$ cat src/shared/cfs_pkg.sv
// constants for the clock freeze serial shifter
// What this block does
// - counter counts while shift active, else holds
// - count one sets rotate flag next clock
// - count fourteen clears rotate flag next clock
// - stop flag registers count fourteen decode
// - rotate flag cleared by system reset
// - serial out high: idle, stop, or zero bit
// - light register returns disk activity bit zero
// - power one returns micro line zero
// - power two returns boot, mask, ready
// - drive data bus only on decoded reads
// - freeze word readback, low and high parts
// - freeze word written by halves, rotates right
// - high part write sets shift request
// - count fourteen decode clears shift request
// - shift active follows request one clock later
package cfs_pkg;
  localparam logic [11:0] CFS_ADDR_LIGHT  = 12'h808; // disk light status
  localparam logic [11:0] CFS_ADDR_PWR1   = 12'h82A; // power control one
  localparam logic [11:0] CFS_ADDR_PWR2   = 12'h82B; // power control two
  localparam logic [11:0] CFS_ADDR_FRZ_LO = 12'h860; // freeze word low byte
  localparam logic [11:0] CFS_ADDR_FRZ_HI = 12'h862; // freeze word high bits
  localparam logic [11:0] CFS_FRZ_MASK    = 12'hFFC; // freeze word block of four
  localparam logic [11:0] CFS_FRZ_HI_BIT  = 12'h002; // a1 picks the high part
  localparam int          CFS_WORD_W      = 13;      // freeze word width
  localparam int          CFS_HI_W        = 5;       // high part width
  localparam logic [3:0]  CFS_CNT_ZERO    = 4'h0;    // idle count
  localparam logic [3:0]  CFS_CNT_ONE     = 4'h1;    // counter step
  localparam logic [3:0]  CFS_CNT_START   = 4'h1;    // start bit count
  localparam logic [3:0]  CFS_CNT_STOP    = 4'hE;    // stop shift count
  localparam int          CFS_BIT_BOOT    = 7;       // power two boot done bit
  localparam int          CFS_BIT_MASK    = 3;       // power two mask bit
endpackage : cfs_pkg

$ cat src/hw/cfs_decode.sv
// address decode of the read strobes
`timescale 1ns/10ps
`default_nettype none
module cfs_decode (
  input  wire logic [11:0] addr_i,       // i/o address
  output logic             light_sel_o,  // disk light register
  output logic             pwr1_sel_o,   // power control one
  output logic             pwr2_sel_o,   // power control two
  output logic             frz_sel_o,    // freeze word block
  output logic             frz_hi_sel_o  // freeze word high part
);
  // pure decode, no state
  always_comb
  begin
    light_sel_o  = (addr_i == cfs_pkg::CFS_ADDR_LIGHT);
    pwr1_sel_o   = (addr_i == cfs_pkg::CFS_ADDR_PWR1);
    pwr2_sel_o   = (addr_i == cfs_pkg::CFS_ADDR_PWR2);
    frz_sel_o    = ((addr_i & cfs_pkg::CFS_FRZ_MASK) == cfs_pkg::CFS_ADDR_FRZ_LO);
    frz_hi_sel_o = frz_sel_o && ((addr_i & cfs_pkg::CFS_FRZ_HI_BIT) != 12'h000);
  end
endmodule // cfs_decode
`default_nettype wire

$ cat src/hw/cfs_counter.sv
// four bit transfer counter with start and stop decodes
`timescale 1ns/10ps
`default_nettype none
module cfs_counter (
  input  wire logic       clk_sys_i,  // bus clock
  input  wire logic       reset_i,    // async reset, high
  input  wire logic       count_i,    // synchronized shift active
  output logic [3:0]      count_o,    // bit counter
  output logic            start_o,    // count is one
  output logic            stop_o      // count is fourteen
);
  // all counter state in one record
  typedef struct packed {
    logic [3:0] cnt; // bit counter
  } cfs_cnt_state_t;
  cfs_cnt_state_t cnt_q; // bit counter state
  cfs_cnt_state_t cnt_d; // next count
  // count while active, else hold
  always_comb
  begin
    cnt_d     = cnt_q;
    cnt_d.cnt = count_i ? 4'(cnt_q.cnt + cfs_pkg::CFS_CNT_ONE) : cnt_q.cnt;
  end
  // counter rests at zero after reset
  always_ff @(posedge clk_sys_i or posedge reset_i)
  begin
    if (reset_i)
      cnt_q <= '{cnt: cfs_pkg::CFS_CNT_ZERO};
    else
      cnt_q <= cnt_d;
  end
  assign count_o = cnt_q.cnt;
  assign start_o = (cnt_q.cnt == cfs_pkg::CFS_CNT_START);
  assign stop_o  = (cnt_q.cnt == cfs_pkg::CFS_CNT_STOP);
endmodule // cfs_counter
`default_nettype wire

$ cat src/hw/cfs_shifter.sv
// freeze word sequencer and register read path
`timescale 1ns/10ps
`default_nettype none
module cfs_shifter (
  input  wire logic        clk_sys_i,          // bus clock, 20 MHz
  input  wire logic        reset_i,            // async reset, high
  input  wire logic [11:0] addr_i,             // i/o address
  input  wire logic        io_read_n_i,        // i/o read strobe, low
  input  wire logic        io_write_n_i,       // i/o write strobe, low
  input  wire logic [7:0]  data_i,             // data bus in
  input  wire logic        disk_activity_i,    // disk activity flag
  input  wire logic        micro_line_zero_i,  // micro data line zero
  input  wire logic        micro_ready_i,      // micro ready
  input  wire logic        cmd_phase_i,        // micro command phase
  input  wire logic        boot_done_i,        // second cpu boot done
  input  wire logic        aux_irq_mask_i,     // auxiliary interrupt mask
  output logic [7:0]       data_o,             // data bus out
  output logic             bus_drive_enable_o, // data bus drive enable
  output logic             serial_freeze_out_o // serial data to clock driver
);
  // block state in one record, bit counter kept in cfs_counter
  typedef struct packed {
    logic [12:0] word;     // freeze word register
    logic        req;      // shift request
    logic        active;   // shift active, synchronized
    logic        rotate;   // rotate flag
    logic        stop;     // stop bit flag
    logic        sout;     // serial freeze output
    logic [7:0]  rdata;    // read data
    logic        oe;       // bus drive enable
  } cfs_state_t;

  cfs_state_t  st_q;       // registered state
  cfs_state_t  st_d;       // next state
  logic [3:0]  cnt;        // bit counter
  logic        start_dec;  // count one
  logic        stop_dec;   // count fourteen
  logic        light_sel;  // disk light select
  logic        pwr1_sel;   // power one select
  logic        pwr2_sel;   // power two select
  logic        frz_sel;    // freeze block select
  logic        frz_hi_sel; // freeze high part select
  logic        wr;         // write strobe active
  logic        rd;         // read strobe active
  logic [3:0]  cnt_next;   // counter value next clock

  cfs_decode u_decode (
    .addr_i       (addr_i),
    .light_sel_o  (light_sel),
    .pwr1_sel_o   (pwr1_sel),
    .pwr2_sel_o   (pwr2_sel),
    .frz_sel_o    (frz_sel),
    .frz_hi_sel_o (frz_hi_sel)
  );

  cfs_counter u_counter (
    .clk_sys_i (clk_sys_i),
    .reset_i   (reset_i),
    .count_i   (st_q.active),
    .count_o   (cnt),
    .start_o   (start_dec),
    .stop_o    (stop_dec)
  );

  assign wr = ~io_write_n_i;
  assign rd = ~io_read_n_i;
  // the output is registered, so look one count ahead to keep it aligned
  assign cnt_next = st_q.active ? 4'(cnt + cfs_pkg::CFS_CNT_ONE) : cnt;

  // next state
  always_comb
  begin
    st_d = st_q;
    // rotate right with wrap, rotation has priority over writes
    if (st_q.rotate)
    begin
      st_d.word = {st_q.word[0], st_q.word[12:1]};
    end
    else if (wr && frz_sel && !frz_hi_sel)
    begin
      st_d.word[7:0] = data_i;
    end
    else if (wr && frz_hi_sel)
    begin
      st_d.word[12:8] = data_i[cfs_pkg::CFS_HI_W-1:0];
    end
    // set and reset flop, set first then reset
    if (start_dec)
      st_d.rotate = 1'b1;
    if (stop_dec)
      st_d.rotate = 1'b0;
    st_d.stop = stop_dec;
    // high write starts the transfer, stop ends it (clear wins, as the flop)
    if (wr && frz_hi_sel)
      st_d.req = 1'b1;
    // request drops on the edge that raises the stop flag, mirroring an
    // immediate clear; one clock later would let the counter wrap past zero
    // onto the start decode and leave the word rotating forever
    if (stop_dec)
      st_d.req = 1'b0;
    st_d.active = st_q.req;
    // serial line from next-cycle values so it lines up with the counter
    st_d.sout = (cnt_next == cfs_pkg::CFS_CNT_ZERO) || st_d.stop
                || (st_d.rotate && !st_d.word[0]);
    // read path
    st_d.oe = rd && (light_sel || pwr1_sel || pwr2_sel || frz_sel);
    st_d.rdata = 8'h00;
    if (light_sel)
      st_d.rdata[0] = disk_activity_i;
    else if (pwr1_sel)
      st_d.rdata[0] = micro_line_zero_i;
    else if (pwr2_sel)
    begin
      st_d.rdata[cfs_pkg::CFS_BIT_BOOT] = boot_done_i;
      st_d.rdata[cfs_pkg::CFS_BIT_MASK] = aux_irq_mask_i;
      st_d.rdata[0] = micro_ready_i && !cmd_phase_i;
    end
    else if (frz_hi_sel)
      st_d.rdata = {3'h0, st_q.word[12:8]};
    else if (frz_sel)
      st_d.rdata = st_q.word[7:0];
  end

  // state register
  always_ff @(posedge clk_sys_i or posedge reset_i)
  begin
    if (reset_i)
    begin
      st_q        <= '0;
      st_q.sout   <= 1'b1;
    end
    else
      st_q <= st_d;
  end

  assign data_o              = st_q.rdata;
  assign bus_drive_enable_o  = st_q.oe;
  assign serial_freeze_out_o = st_q.sout;
endmodule // cfs_shifter
`default_nettype wire

$ cat config.mk
export PLATFORM = sky130hd
export DESIGN_NAME = cfs_shifter
export DESIGN_NICKNAME = d
export VERILOG_FILES = /design/src/shared/cfs_pkg.sv /design/src/hw/cfs_decode.sv /design/src/hw/cfs_counter.sv /design/src/hw/cfs_shifter.sv
export SDC_FILE = /design/constraint.sdc
export NUM_CORES = 1
export LEC_CHECK = 0
export ABC_AREA = 1
export BUFFER_PORTS_ARGS = -buffer_cell sky130_fd_sc_hd__clkbuf_2
export CAP_MARGIN = 30
export CORE_ASPECT_RATIO = 0.9
export CORE_MARGIN = 5
export CORE_UTILIZATION = 53
export CTS_CLUSTER_SIZE = 24
export DETAILED_ROUTE_END_ITERATION = 12
export PLACE_DENSITY = 0.87
export SLEW_MARGIN = 5
export SYNTH_ARGS = -nofsm -noshare
export SYNTH_HDL_FRONTEND = slang
export SYNTH_SLANG_ARGS = --single-unit
$ cat constraint.sdc
create_clock -name clk_sys_i -period 1.5 [get_ports clk_sys_i]
set_input_delay 0.3 -clock clk_sys_i [delete_from_list [all_inputs] [get_ports clk_sys_i]]
set_output_delay 0.3 -clock clk_sys_i [all_outputs]
set_load 0.02 [all_outputs]
==> results of run 1 <==
==> final cells by class <==
type                    instances  area, sq um
fillers                       282         1110
flip-flops and latches         30          753
multi-input cells             129          717
repair buffers                 41          210
inverters                      29          109
well taps                      42         52.6
clock buffers                   6         51.3
clock inverters                 2         12.5
==> Yosys cell counts (5+ instances only) <==
cell       n  area, sq um
inv_2      5         18.8
nor2_1    19         71.3
inv_1     22         82.6
dfrtp_1   29          726
buf_4      8         60.1
nand3_1   25          125
o211ai_1   5         37.5
nand2_1   45          169
nand4_1    8         50.1
==> cells by family (layout without fill, tap and decap cells) <==
family | Yosys count | in the layout | synth area share
DFF | 30 | 30 | 0.457
AOI/OAI and AO/OA | 12 | 12 | 0.0464
xor gates and xnor gates | 3 | 3 | 0.0160
and+or+nand+nor | 111 | 111 | 0.351
buffers and inverters | 39 | 78 | 0.107
adders and majority gates | 3 | 3 | 0.0228
==> worst min-delay path, cell delays in order <==
cell	delay [ns]
clkbuf_2	0.08
inv_1	0.04
buf_4	0.33
==> power breakdown <==
group | total, mW | leakage, nW | switching, mW | internal, mW
Sequential | 1.12 | 0.395 | 0.130 | 0.988
Clock | 0.503 | 0.0343 | 0.278 | 0.225
Combinational | 0.646 | 0.640 | 0.411 | 0.235
Total | 2.27 | 1.07 | 0.820 | 1.45
==> metal layers <==
layer	vias up	routed length (um)
met4	0	48
met3	7	202
li1	709	-
met2	45	1550
met5	-	0
met1	605	1410
==> worst max path at each step <==
stage	depth (start not counted)	end	start
global route	8	serial_freeze_out_o$_DFF_PP1_	u_counter.count_o[0]$_DFF_PP0_
finish	1	serial_freeze_out_o	serial_freeze_out_o$_DFF_PP1_
CTS	8	serial_freeze_out_o$_DFF_PP1_	u_counter.count_o[0]$_DFF_PP0_
floorplan	7	st_q[25]$_DFFE_PP0P_	addr_i[2]
global placement	8	st_q[26]$_DFFE_PP0P_	addr_i[2]
detailed placement	8	st_q[25]$_DFFE_PP0P_	addr_i[2]
==> registers in the layout, summed over array words and instances (netlist names) <==
register             flops
data_o                   8
st_q                    15
serial_freeze_out_o      1
u_counter.count_o        4
bus_drive_enable_o       1
st_d                     1
==> results.md, run 1 <==
- Final setup margin: 0.190 ns
- Final instance count without filler cells: between 200 and 300
- Placed inst area: approximately 1800 sq um
- Placer Congestion: around 0.85
- EDFF count, synth: 0
- Largest net degree at the start of global routing: 31
- Pleak: 1.07 nW
- Min Tclk post-route: roughly 1.3 ns
- TritonCTS clock tree: yes
- Setup CP Type: register to primary output
- Worst-skew pair later-pin latency: 0.33 ns
- GR Util met3: 0.0558
- Die X: roughly 69 um
- Register area share after synthesis: 0.457
- Slowest cell on crit path: dfstp_2
- Final Cycle Share: 0.874
- Worst reg2reg path depth: 8
- CTS Root Cell: clkbuf_4
- DRC errors left: 0
- CTS Sinks: 30
- Final net count: between 200 and 300
- Status: finished, final reports clean
- Die area: 4320 sq um
- First-pass GRT wire length: between 5000 and 6000 um
- Reg2reg end: serial_freeze_out_o$_DFF_PP1_
- RSZ-0062 raised after global routing: no
- Max FO, Critical Path: 1
- Crit-path cells: clkbuf_2
- Flops & latches, synth: 30
- Synth Flop Type: dfrtp_1
- Max Cap Viol: 0
- Total chip power: between 2 and 2.5 mW
- Placement Setup Slack: between 0.06 and 0.07 ns
- Crit end category: primary output
- Post-Syn Area: between 1500 and 2000 sq um
- Vias in the first global route: around 1300
- ANT cells: 0
- Critical Path Source Type: register
- Starting Density: 0.545
- Family with the most delay on the worst path: flip-flops
- Area grow syn2layout: 15.8%
- Remaining Overflow, GRT: 0
- Initial DRC count: 105
- Worst-Margin Slew: between 0.3 and 0.4 ns
- Tightest Hold Check Type: primary input to async pin
- WP buf/inv: 1
- Cells after synthesis: 198
- Deepest clock path buffer count: 2
- Worst reg2reg setup slack: approximately 0.22 ns
- GRT busiest layer: met2
- Clock slew at reported path FFs: 0.09 ns
- Initial antenna violation count: 0
- Asr flop ratio synth: 1.00
- Share of cells above drive strength 1: 0.291
- Final setup viols: 0
- Arr. time, crit path: 1.01 ns
- RR Startpoint: u_counter.count_o[0]$_DFF_PP0_
- DR WL/cell: approximately 12 um
- Final HPWL DP: about 2600 um
- Wirelength, routed: around 3200 um
- Fin area: 1910 sq um
- Max IR drop VDD: between 0.6 and 0.7 mV
- First drt pass iteration count: 4
- Synth unique cells: 28
- Syn Area/Cell: roughly 8.3 sq um
- Rows: 19
- Hold Violations, Final: 0
- Final Slew Violations: 0
- Post-CTS sizing: 0
- H-tree Lvls: 2
- Vias/cell: approximately 5
- Most common cell after layout, fill and taps aside: nand2_1
- Vias: approximately 1400
- Worst path required time: between 1 and 1.5 ns
- Final ANT Viol Nets: 0
- Core ar.: just over 3000 sq um
- Vert. Die Dim: between 60 and 70 um
- Ys Warns: 0
- Worst hold slack: between 0.002 and 0.003 ns
- GR Util met2: 0.257
- M1 GR Usage: 0.237
- Post-CTS setup buffers: 0
- IO Port Bufs: 39
- Num CTS Buffers: 5
- Slowest cell delay on critical path: 0.52 ns
- Placed cells: between 200 and 300
- Fmax achieved: around 0.76 GHz
- Syn nets: between 200 and 250
- Setup TNS: 0 ns
- Power Dens Cells: around 1200 nW/um^2
- Slew HR: 0.756
- Hold buffer count at cts: 0
- Ports: 40
- GRT Total Usage: 0.173
- Most frequent cells in the layout: nand2_1 (45), clkbuf_2 (39), dfrtp_1 (28)
- Clk_skew: about 0.0049 ns
- Post-layout util: 0.631
No activity file was read; power rests on OpenSTA's default activity.
==> inputs of run 2 (changes only) <==
==> constraint.sdc (replaced) <==
create_clock -name clk_sys_i -period 1.5 [get_ports clk_sys_i]
set_input_delay 0.15 -clock clk_sys_i [delete_from_list [all_inputs] [get_ports clk_sys_i]]
set_output_delay 0.15 -clock clk_sys_i [all_outputs]
set_load 0.02 [all_outputs]
==> results.md, run 2 (synthesis gave the netlist of run 1 again) <==
- Sw Ratio: 0.362 (+0.000930)
- First drt pass iteration count: 5 (+1)
- Max Cap Viol: 0 (unchanged)
- Slowest cell delay on critical path: 0.42 ns (-0.10 ns)
- Worst path required time: 1.79 ns (+0.59 ns)
- Worst-skew pair later-pin latency: 0.34 ns (about the same)
- Rows: 19 (unchanged)
- Worst-Margin Slew: 0.363 ns (-0.00298 ns)
- Worst hold slack: 0.0255 ns (+0.0227 ns)
- Hold Crit Depth: 3
- Crit-path cells: inv_1, ha_1, a21oi_2, nor2_1, nand2_1, nor2_1, nor2_1, nand2_1
- TritonCTS clock tree: yes
- Crit end category: register
- Min Tclk post-route: 1.34 ns (+0.0248 ns)
- Arr. time, crit path: 1.62 ns (+0.61 ns)
- Slowest cell on crit path: dfrtp_2
- Final ANT Viol Nets: 0 (unchanged)
- Layout fillers: 263 (-6.7%)
- CTS Sinks: 30 (unchanged)
- Deepest clock path buffer count: 2 (unchanged)
- Final setup margin: 0.165 ns (-0.0248 ns)
- Final HPWL DP: 2550 um (-0.82%)
- WP buf/inv: 1 (unchanged)
- Initial antenna violation count: 0 (unchanged)
- Largest net degree at the start of global routing: 31 (unchanged)
- Sequential Power Share: 0.490 (-0.003)
- ANT cells: 0 (unchanged)
- Wirelength, routed: 3280 um (+1.9%)
- Worst reg2reg path depth: 8 (unchanged)
- Psw: 0.827 mW (+0.92%)
- Reg2reg end: serial_freeze_out_o$_DFF_PP1_
- IO Port Bufs: 39 (unchanged)
- Area grow syn2layout: 17.2%
- Status: finished, final reports clean
- Pleak: 1.08 nW (+0.84%)
- Levels on crit path: 8 (+7)
- DRC errors left: 0 (unchanged)
- Hold path endpoint: st_q[20]$_DFFE_PP0P_
- Final Slew Violations: 0 (unchanged)
- Clock slew at reported path FFs: 0.10 ns (about the same)
- Num CTS Buffers: 5 (unchanged)
- Core ar.: 3020 sq um (unchanged)
- Vias/cell: 4.74 (-3.2%)
- Power Dens Cells: 1180 nW/um^2 (-0.51%)
- Final net count: 271 (+0.74%)
- DR WL/cell: 11.7 um (+1.2%)
- Setup CP Type: register to register
- Placer Congestion: 0.837 (-1.1%)
- Logic pwr share: 0.289 (+0.004)
- Hold Violations, Final: 0 (unchanged)
- Critical Path Source Type: register
- First-pass GRT wire length: 5400 um (-4.6%)
- Remaining Overflow, GRT: 0 (unchanged)
- Fmax achieved: 0.749 GHz (-1.9%)
- Vias: 1332 (-2.5%)
- Total chip power: 2.28 mW (+0.66%)
- Vert. Die Dim: 62.9 um (unchanged)
- Share of cells above drive strength 1: 0.293 (+0.00175)
- CTS Root Cell: clkbuf_4
- Family with the most delay on the worst path: flip-flops
- Largest register FFs: 15 (unchanged)
- Final setup viols: 0 (unchanged)
- Starting Density: 0.545 (unchanged)
- Die X: 68.7 um (unchanged)
- Slew HR: 0.758 (+0.00199)
- Post-CTS setup buffers: 0 (unchanged)
- Most frequent CP cell: nor2_1
- Max IR drop VDD: 0.628 mV (-5.9%)
- RSZ-0062 raised after global routing: no
- Setup TNS: 0 ns (unchanged)
- RR Startpoint: u_counter.count_o[0]$_DFF_PP0_
- Initial DRC count: 82 (-22%)
- Most flop-heavy register: st_q
- H-tree Lvls: 2 (unchanged)
- Vias in the first global route: 1221 (-2.5%)
- Clk_skew: 0.0122 ns (+0.00732 ns)
- HP Start: data_i[6]
- Placement Setup Slack: 0.141 ns (+0.0719 ns)
- Final Cycle Share: 0.890 (+0.0165)
- Share of power burned in the clock network: 0.221 (about the same)
- Tightest Hold Check Type: primary input to register
- Worst reg2reg setup slack: 0.16 ns (-0.06 ns)
- Most common cell after layout, fill and taps aside: nand2_1
- Max FO, Critical Path: 5 (+4)
- GRT Total Usage: 0.168 (-0.00454)
- Internal power: 1.46 mW (+0.52%)
- Die area: 4320 sq um (unchanged)
- Ports: 40 (unchanged)
- Most frequent cells in the layout: nand2_1 (45), clkbuf_2 (39), dfrtp_1 (28)
==> run 2: cell count changes in the layout (fill, tap and decap cells not counted) <==
cell / before / now
clkbuf_1: 0 / 1
a21oi_1: 2 / 1
a21oi_2: 1 / 2
clkinvlp_4: 1 / 0
dlygate4sd3_1: 0 / 2
nor2_1: 19 / 18
nor2_2: 2 / 3
==> run 2: stage by stage <==
step           instances   util  cell area, sq um
3_3_place_gp         271  0.610              1840
6_report             281  0.639              1930
3_5_place_dp         271  0.610              1840
5_1_grt              281  0.639              1930
2_1_floorplan        198      -              1650
4_1_cts              281  0.636              1920
==> run 2: power groups by stage <==
stage | logic, mW | registers, mW | clock network, mW
2_1_floorplan | 0.456 | 1.12 | 0
5_1_grt | 0.757 | 1.14 | 0.545
3_5_place_dp | 0.656 | 1.13 | 0
6_report | 0.660 | 1.12 | 0.504
4_1_cts | 0.659 | 1.11 | 0.513
3_3_place_gp | 0.629 | 1.13 | 0
==> run 2: area by class of cell <==
class	instances	area, sq um	area share
tap	42	52.6	0.0273
clock inverter	1	5.00	0.00260
clock buffer	7	55.1	0.0286
timing repair buffer	43	230	0.119
multi-input combinational	129	723	0.375
sequential	30	753	0.391
inverter	29	109	0.0565
==> run 2: metal layers <==
metal	global-route usage	routed length, um
met4	0.0754	45
met1	0.228	1500
met3	0.0486	180
met2	0.244	1550
met5	0	0
==> run 2: worst min-delay path, cell delays in order <==
cell	delay [ns]
clkbuf_2	0.08
nand2_1	0.04
o211ai_1	0.06
==> run 2: what timing repair did <==
item | in CTS | in global routing
endpoints found under the hold margin | 30 | 0
endpoints found under the setup margin | 0 | 1
hold buffers | 2 | 0
gates resized for setup | 0 | 3
==> run 2: how the worst max path moves through the flow <==
stage | from | end
2_1_floorplan | u_counter.count_o[0]$_DFF_PP0_ | serial_freeze_out_o$_DFF_PP1_
3_3_place_gp | u_counter.count_o[0]$_DFF_PP0_ | serial_freeze_out_o$_DFF_PP1_
3_5_place_dp | u_counter.count_o[0]$_DFF_PP0_ | serial_freeze_out_o$_DFF_PP1_
4_1_cts | u_counter.count_o[0]$_DFF_PP0_ | serial_freeze_out_o$_DFF_PP1_
5_1_grt | u_counter.count_o[0]$_DFF_PP0_ | serial_freeze_out_o$_DFF_PP1_
6_report | u_counter.count_o[0]$_DFF_PP0_ | serial_freeze_out_o$_DFF_PP1_
